==> src/dac_range_pkg.sv <==
// package: register map, range codes and carriers for the dac group range/clamp control
package dac_range_pkg;
    // register offsets
    localparam logic [7:0] DEV_CONFIG_ADDR = 8'h02;
    localparam logic [7:0] RANGE_LO_ADDR = 8'h1e;
    localparam logic [7:0] RANGE_HI_ADDR = 8'h1f;
    localparam logic [7:0] DATA_FIRST_ADDR = 8'h50;
    localparam logic [7:0] DATA_LAST_ADDR = 8'h6f;
    localparam logic [7:0] GEN_STATUS_ADDR = 8'h72;
    localparam logic [7:0] PDN_LO_ADDR = 8'hb2;
    localparam logic [7:0] PDN_HI_ADDR = 8'hb3;
    // geometry
    localparam int NUM_GROUPS = 4;
    localparam int CH_PER_GROUP = 4;
    localparam int NUM_CH = 16;
    localparam int CODE_W = 12;
    // reset values
    localparam logic [7:0] DEV_CONFIG_RST = 8'h00;
    localparam logic [7:0] PDN_RST = 8'h00;
    localparam logic [11:0] DATA_RST = 12'h000;
    // range codes, two bits per group; lo register holds groups a,b; hi holds c,d
    typedef enum logic [1:0] {
        RANGE_NEG10 = 2'b00,
        RANGE_NEG5 = 2'b01,
        RANGE_POS5 = 2'b10,
        RANGE_POS10 = 2'b11
    } range_e;
    // register port request
    typedef struct packed {
        logic wr;
        logic rd;
        logic [7:0] addr;
        logic [15:0] wdata;
    } reg_req_s;
    // per-group analog control
    typedef struct packed {
        logic clamp;
        range_e range;
    } group_ctl_s;
endpackage

==> src/dac_group_range_clamp_ctrl.sv <==
// dac group range and clamp control with auto-range detection
`timescale 1ns/10ps
`default_nettype none
// ----------------------------------------------------------------
// ----------------------------------------------------------------
module dac_group_range_clamp_ctrl
    import dac_range_pkg::*;
(
    // clock and reset
    input wire logic clk_in,
    input wire logic rst_n_in,
    // register port
    input wire reg_req_s req_in,
    output logic [15:0] rdata_out,
    output logic rvalid_out,
    // comparator results, high when group sense is below threshold
    input wire logic [NUM_GROUPS-1:0] sense_below_in,
    // analog side
    output group_ctl_s [NUM_GROUPS-1:0] group_ctl_out,
    output logic [NUM_CH*CODE_W-1:0] tap_sel_out
);
    // ----------------------------------------------------------------
    // register state
    // ----------------------------------------------------------------
    logic [7:0] config_r, config_nxt;
    logic [15:0] pdn_r, pdn_nxt;
    logic [NUM_GROUPS-1:0] detect_r, detect_nxt;
    range_e [NUM_GROUPS-1:0] range_r, range_nxt;
    logic [NUM_GROUPS-1:0] clamp_r, clamp_nxt;
    logic [CODE_W-1:0] data_r [NUM_CH];
    logic [CODE_W-1:0] data_nxt [NUM_CH];
    logic trigger_r, trigger_nxt;
    logic [15:0] rdata_nxt;
    logic rvalid_nxt;
    logic detect_wr;
    logic [4:0] data_idx;

    assign data_idx = 5'(req_in.addr - DATA_FIRST_ADDR);
    assign detect_wr = req_in.wr && (req_in.addr == PDN_LO_ADDR
        || req_in.addr == PDN_HI_ADDR || req_in.addr == DEV_CONFIG_ADDR);

    // ----------------------------------------------------------------
    // next-state logic
    // ----------------------------------------------------------------
    // a write in the detection cycle wins, so software keeps the last word
    always_comb begin
        config_nxt = config_r;
        pdn_nxt = pdn_r;
        range_nxt = range_r;
        clamp_nxt = clamp_r;
        detect_nxt = detect_r;
        trigger_nxt = detect_wr;
        data_nxt = data_r;
        // detection one cycle after the trigger, comparators sampled once
        if (trigger_r) begin
            detect_nxt = sense_below_in;
            for (int g = 0; g < NUM_GROUPS; g++) begin
                if (sense_below_in[g]) begin
                    range_nxt[g] = RANGE_NEG10;
                end else begin
                    range_nxt[g] = RANGE_POS5;
                end
                clamp_nxt[g] = 1'b0; // leave clamp once range known
            end
        end
        if (req_in.wr) begin
            case (req_in.addr)
                DEV_CONFIG_ADDR: config_nxt = req_in.wdata[7:0];
                PDN_LO_ADDR: pdn_nxt[7:0] = req_in.wdata[7:0];
                PDN_HI_ADDR: pdn_nxt[15:8] = req_in.wdata[7:0];
                // any code accepted, also positive with negative clamp
                RANGE_LO_ADDR: begin
                    range_nxt[0] = range_e'(req_in.wdata[1:0]);
                    range_nxt[1] = range_e'(req_in.wdata[3:2]);
                end
                RANGE_HI_ADDR: begin
                    range_nxt[2] = range_e'(req_in.wdata[1:0]);
                    range_nxt[3] = range_e'(req_in.wdata[3:2]);
                end
                default: begin
                    if (req_in.addr >= DATA_FIRST_ADDR && req_in.addr <= DATA_LAST_ADDR
                        && !req_in.addr[0]) begin
                        data_nxt[data_idx[4:1]] = req_in.wdata[CODE_W-1:0];
                    end
                end
            endcase
        end
    end

    // ----------------------------------------------------------------
    // read path
    // ----------------------------------------------------------------
    always_comb begin
        rvalid_nxt = req_in.rd;
        rdata_nxt = 16'h0000;
        if (req_in.rd) begin
            case (req_in.addr)
                DEV_CONFIG_ADDR: rdata_nxt = {8'h00, config_r};
                PDN_LO_ADDR: rdata_nxt = {8'h00, pdn_r[7:0]};
                PDN_HI_ADDR: rdata_nxt = {8'h00, pdn_r[15:8]};
                RANGE_LO_ADDR: rdata_nxt = {12'h000, range_r[1], range_r[0]};
                RANGE_HI_ADDR: rdata_nxt = {12'h000, range_r[3], range_r[2]};
                GEN_STATUS_ADDR: rdata_nxt = {12'h000, detect_r};
                default: begin
                    if (req_in.addr >= DATA_FIRST_ADDR && req_in.addr <= DATA_LAST_ADDR
                        && !req_in.addr[0]) begin
                        rdata_nxt = {4'h0, data_r[data_idx[4:1]]};
                    end
                end
            endcase
        end
    end

    // ----------------------------------------------------------------
    // state registers
    // ----------------------------------------------------------------
    always_ff @(posedge clk_in or negedge rst_n_in) begin
        if (!rst_n_in) begin
            config_r <= DEV_CONFIG_RST;
            pdn_r <= {PDN_RST, PDN_RST};
            detect_r <= '0;
            range_r <= '{default: RANGE_POS5};
            clamp_r <= '1;
            trigger_r <= 1'b1;
            rdata_out <= 16'h0000;
            rvalid_out <= 1'b0;
            for (int c = 0; c < NUM_CH; c++) begin
                data_r[c] <= DATA_RST;
            end
        end else begin
            config_r <= config_nxt;
            pdn_r <= pdn_nxt;
            detect_r <= detect_nxt;
            range_r <= range_nxt;
            clamp_r <= clamp_nxt;
            trigger_r <= trigger_nxt;
            rdata_out <= rdata_nxt;
            rvalid_out <= rvalid_nxt;
            data_r <= data_nxt;
        end
    end

    // ----------------------------------------------------------------
    // analog outputs
    // ----------------------------------------------------------------
    // clamp comes only from reset (set) and detection (cleared), so range is not an input here
    genvar gi;
    generate
        for (gi = 0; gi < NUM_CH; gi++) begin : g_ch
            // tap index equals code: larger code never picks a lower node
            assign tap_sel_out[gi*CODE_W +: CODE_W] = data_r[gi];
        end
        for (gi = 0; gi < NUM_GROUPS; gi++) begin : g_grp
            assign group_ctl_out[gi].clamp = clamp_r[gi];
            assign group_ctl_out[gi].range = range_r[gi];
        end
    endgenerate
endmodule
`default_nettype wire

==> config.mk <==
export PLATFORM = sky130hd
export DESIGN_NAME = dac_group_range_clamp_ctrl
export DESIGN_NICKNAME = d
export VERILOG_FILES = /design/src/dac_range_pkg.sv /design/src/dac_group_range_clamp_ctrl.sv
export SDC_FILE = /design/constraint.sdc
export NUM_CORES = 1
export LEC_CHECK = 0
export BUFFER_PORTS_ARGS = -buffer_cell sky130_fd_sc_hd__clkbuf_2
export CORE_ASPECT_RATIO = 1.2
export CORE_MARGIN = 3
export CORE_UTILIZATION = 37
export DETAILED_ROUTE_END_ITERATION = 7
export PLACE_DENSITY = 0.57
export REMOVE_ABC_BUFFERS = 1
export SLEW_MARGIN = 40
export SYNTH_ARGS = -nofsm -noshare
export SYNTH_HDL_FRONTEND = slang
export SYNTH_SLANG_ARGS = --single-unit
==> constraint.sdc <==
create_clock -name clk_in -period 1.43 [get_ports clk_in]
set_input_delay 0.0715 -clock clk_in [delete_from_list [all_inputs] [get_ports clk_in]]
set_output_delay 0.0715 -clock clk_in [all_outputs]
set_load 0.1 [all_outputs]
Yosys cells after proc, flatten, opt, wreduce, memory -nomap -nowiden
Cells that the tools add are included.

Memories kept: 0. Output and inout port bits: 221. Bits in writable memories: 0. Bits in registers: 250. Word-level logic and storage cells: 70. Bits of input ports: 32. Bits in read-only memories: 0. Bits in latches: 0.

Add/subtract/negate cells: 1. Shift-type cells: 0. Divide/modulo/power cells: 0. Multiplexer cells: 17. Reductions and logical operators: 12. Order comparisons: 4. Bitwise operators: 2. Equality and inequality tests: 6. Multiply operators: 0.

Operators by type and width (number): bitwise mux 192 bit (1); one-hot mux 12 bit (6 select lines) (1); two-way mux 12 bit (5); binary-select mux 12 bit (select 4 bit) (1); demux 12 bit (select 4 bit) (1); == test 8 x 5 -> 1 bit, second input constant (2); == test 8 bit, second input constant (2); two-way mux 8 bit (2); == test 8 x 2 -> 1 bit, second input constant (1); == test 8 x 7 -> 1 bit, second input constant (1); greater-or-equal comparator 8 x 7 -> 1 bit, second input constant (1); less-or-equal comparator 8 x 7 -> 1 bit, second input constant (1); two-way mux 2 bit (4); two-way mux 4 bit (2); AND reduction 2 bit (3); greater-or-equal comparator 5 bit, second input constant (1); less-than comparator 5 x 1 -> 1 bit, second input constant (1); NOT 4 -> 5 bit (1); OR reduction 5 bit (1); subtractor 5 bit, second input constant (1); logical AND 1 bit (4); AND reduction 3 bit (1); logical OR 1 bit (2); logical NOT 1 bit (1); NOT 1 bit (1).

Longest topological paths before layout
Depth in word-level cells: 8. Mapped depth: 8. Depth with buffers taken out: 5.

Worst setup path after synthesis
No wires, ideal clock.

Kind: register to register. Start point: register data_r (netlist bit tap_sel_out[23]). End point: register rdata_out[11]. Data arrival time: 1.914 ns. Setup slack: -0.615 ns. Cell stages (with the launch flop): 4. Required time: 1.299 ns. Cell sequence: dfrtp_1 mux4_1 mux4_2 nor2b_1.

Word-level cells in the longest chain between the ends: 6.

Ends and longest elaborated chain: start, declared (RTL line dac_group_range_clamp_ctrl.sv:30) `logic [CODE_W-1:0] data_r [NUM_CH];`; start signal, assigned (RTL line dac_group_range_clamp_ctrl.sv:139) `data_r <= data_nxt;`; binary-select mux 12 bit (select 4 bit) (RTL line dac_group_range_clamp_ctrl.sv:107) `rdata_nxt = {4'h0, data_r[data_idx[4:1]]};`; two-way mux 12 bit (implied by the code) (2 in series) (RTL line dac_group_range_clamp_ctrl.sv:107); two-way mux 12 bit (RTL line dac_group_range_clamp_ctrl.sv:105) `if (req_in.addr >= DATA_FIRST_ADDR && req_in.addr <= DATA_LAST_ADDR`; one-hot mux 12 bit (6 select lines) (RTL line dac_group_range_clamp_ctrl.sv:97) `case (req_in.addr)`; two-way mux 12 bit (RTL line dac_group_range_clamp_ctrl.sv:96) `if (req_in.rd) begin`; via rdata_nxt[11] (RTL line dac_group_range_clamp_ctrl.sv:33) `logic [15:0] rdata_nxt;`; end signal, assigned (RTL line dac_group_range_clamp_ctrl.sv:137) `rdata_out <= rdata_nxt;`; end, declared (RTL line dac_group_range_clamp_ctrl.sv:14) `output logic [15:0] rdata_out,`.

The timed path passes the listed nets, and every way through them passes these cells. The select of a mux whose other input is x is not followed. A chain may end at the register's enable or synchronous reset.

Worst setup path in the final report
Start point: register data_r (netlist bit tap_sel_out[144]). End point: register rdata_out[0].

Same word-level chain as after synthesis.

==> metrics.md <==
| Metric | Value |
|---|---|
| Status | `complete, but fails checks` |
| Violated checks | `setup timing` |
| CP delay by family, top | `multiplexers` |
| Setup slack after layout | `-0.2063 ns` |
| ANT nets after route | `0` |
| Maximum VDD drop | `~940 uV` |
| Critical Setup Path Class | `reg2reg` |
| Clock Sinks | `~240` |
| Area Growth Syn to Fin | `49.59%` |
| WL/cell | `between 20 and 25 um` |
| EDFF count, synth | `0` |
| Synth Instances | `746` |
| Max-slew headroom | `60.64%` |
| First-pass GRT wire length | `between 50,000 and 60,000 um` |
| Worst slew pin tran | `0.5904 ns` |
| Post-route clock period utilization | `114.4%` |
| Final setup vio count | `16` |
| CTS tree | `yes` |
| Antenna violations before repair | `1` |
| Tot Pwr | `between 15 and 20 mW` |
| Root buf cell | `clkbuf_16` |
| DRT iter0 DRCs | `453` |
| DIE WIDTH | `~160 um` |
| Vias in the first global route | `a little under 9,000` |
| Hold Path Cell Cnt | `2` |
| Most frequent cells in the layout | `buf_4 (305), dfrtp_1 (237), mux2_2 (212)` |
| FF/Latch Area | `6088 um2` |
| HP Start | `req_in[8]` |
| Core ar. | `between 20,000 and 30,000 um2` |
| Lkg Pwr | `8.368 nW` |
| Reg2Reg Depth | `5` |
| Final hold vios | `0` |
| Router iterations before antenna repair | `5` |
| Max H-tree Level | `1` |
| Max incr delay on CP | `about 0.48 ns` |
| Sequential share of the synthesized area | `between 50 and 60%` |
| Synth area leader | `dfrtp_1` |
| Share of cells above drive strength 1 | `between 60% and 70%` |
| Starting Density | `a little under two fifths` |
| Synth top area cells | `dfrtp_1 (54%), mux2_2 (22%), mux4_2 (10%), dfstp_2 (1.4%), nand2_1 (1.4%)` |
| Post-place setup slack | `-0.4839 ns` |
| Seq cells post-synth | `243` |
| Synthesized area | `roughly 11,000 um2` |
| Critical Path AT | `slightly above 2 ns` |
| Reg2reg start | `tap_sel_out[144]$_DFFE_PN0P_` |
| Crit. Startpoint | `tap_sel_out[144]$_DFFE_PN0P_` |
| Placement Rows | `68` |
| Grt ovf | `0` |
| TritonCTS Buffers | `27` |
| Residual DRC | `0` |
| Post-synth cell types | `41` |
| Pin count of the biggest net entering global routing | `57` |
| Most common cell after layout, fill and taps aside | `buf_4` |
| Kind of start point of the critical path | `register` |
| Syn Area/Cell | `about 15 um2` |
| Vias after detailed routing | `8,349` |
| Critical path peak fanout | `2` |
| Fill count | `approximately 2,500` |
| RSZ-0062 raised after global routing | `yes` |
| FMAX | `0.6111 GHz` |
| Critical path cell sequence | `mux4_2 -> a22oi_2 -> buf_6 -> a31oi_4 -> or2_4` |
| Fin crit period | `approximately 1.6 ns` |
| Die Y | `195.4 um` |
| DP Cell Count | `~1,600` |
| Final Instance Area | `roughly 17,000 um2` |
| Die area | `about 32,000 um2` |
| Slowest CP cell | `mux4_2` |
| Required @ worst endpoint | `about 1.9 ns` |
| I/O pins | `~250` |
| Vias per cell | `~5` |
| Hpwl dp | `26,700 um` |
| GRT Overall Usage | `22.93%` |
| Pwr dens | `1139 nW/um2` |
| Multi-input logic area | `between 4000 and 5000 um2` |
| Max-slew violations | `0` |
| Stages on worst setup path | `5` |
| Clock Latency Late Sink | `approximately 0.54 ns` |
| DP Area | `14,810 um2` |
| Buffers and inverters on the worst path | `1` |
| CTS Buffer Depth | `3` |
| Dominant synthesized flop cell | `dfrtp_1` |
| Final WL | `between 30,000 and 40,000 um` |
| IO Port Bufs | `244` |
| Synth top area share | `53.63%` |
| Yosys warnings | `0` |
| CTS clk-pin slew, worst paths | `0.06 ns` |
| Non-Filler Instances | `between 1,500 and 2,000` |
| Type of the worst min-delay path | `in2reg` |
| Async SR Flop Fraction | `100.0%` |
| Crit end category | `register` |
| GPL Wtd Cong | `0.9211` |
| Layout Skew | `between 0.01 and 0.015 ns` |
| Final Net Count | `between 1,000 and 1,500` |
| Number of max-cap violations | `0` |
==> per-stage QoR <==
step | hold WS (ns) | utilization, % | TNS, ns
3_3_place_gp | 0.04591 | 50.89 | -68.68
2_1_floorplan | -0.2241 | - | -41.10
3_5_place_dp | 0.04351 | 50.89 | -71.77
5_1_grt | 0.06474 | 56.83 | -2.455
4_1_cts | 0.02317 | 56.18 | -1.697
6_report | 0.04820 | 56.85 | -1.715
==> final cells by class <==
cell class | instances | area share [%]
clock inverter | 6 | 0.3858
sequential | 243 | 36.81
timing repair buffer | 523 | 26.35
inverter | 5 | 0.1135
tap | 385 | 2.912
clock buffer | 42 | 4.606
multi-input combinational | 432 | 28.80
antenna | 2 | 0.03025
==> registers in the layout, summed over array words and instances (netlist names) <==
name / count
clamp_r: 1
group_ctl_out: 8
rvalid_out: 1
config_r: 8
trigger_r: 1
detect_r: 4
rdata_out: 12
pdn_r: 16
tap_sel_out: 192
==> cells in the mapped netlist, drive strengths merged (2+ instances only) <==
library cell	count
nor2	9
clkbuf	25
nand2b	6
and2	3
nor3	5
a221oi	4
inv	5
and3	2
buf	44
dfrtp	237
nor2b	11
or2	4
nand3	11
mux2	220
a21o	4
o21ai	20
and4	3
a31oi	8
nand2	41
dfstp	6
nand4b	2
mux4	52
a22oi	16
==> path summary, 6_finish.rpt <==
| path | end | slack [ns] |
|---|---|---|
| worst min register to register | config_r[3]$_DFFE_PN0P_ | 0.51 |
| max in group asynchronous | detect_r[1]$_DFFE_PN0P_ | 0.76 |
| worst max-delay path | rdata_out[0]$_DFF_PN0_ | -0.21 |
| worst max register to register | rdata_out[0]$_DFF_PN0_ | -0.21 |
| worst min-delay path | tap_sel_out[20]$_DFFE_PN0P_ | 0.05 |
| min in group asynchronous | group_ctl_out[6]$_DFF_PN0_ | 0.08 |
==> power by group <==
group	internal [mW]	total (mW)	switching, mW
Combinational	1.37	4.73	3.36
Clock	3.83	6.63	2.81
Sequential	7.26	7.48	0.220
Total	12.5	18.8	6.39
==> what timing repair did <==
action / CTS / global route
endpoints found under the hold margin: 253 / 0
endpoints found under the setup margin: 210 / 65
pin swaps: 7 / 2
hold buffers: 7 / 0
setup buffers: 0 / 8
resized for setup: 234 / 85
==> layer usage <==
| metal | up-vias | GRT usage (%) | routed length (um) |
|---|---|---|---|
| met3 | 54 | 5.071 | 2641 |
| met5 | - | 0 | 0 |
| li1 | 3716 | - | - |
| met4 | 0 | 5.484 | 814 |
| met2 | 276 | 37.83 | 17960 |
| met1 | 4303 | 30.93 | 15640 |
==> logic make-up (layout without fill, tap and decap cells) <==
logic type | after synthesis | after routing | synth area share, %
multiplexers | 272 | 272 | 33.33
AO/OA/AOI/OAI | 55 | 55 | 3.259
flip-flops | 243 | 243 | 55.06
AND/OR/NAND/NOR | 101 | 101 | 5.024
buffers and inverters | 74 | 576 | 3.293
other | 1 | 6 | 0.03391
(Power assumes the default switching activity.)
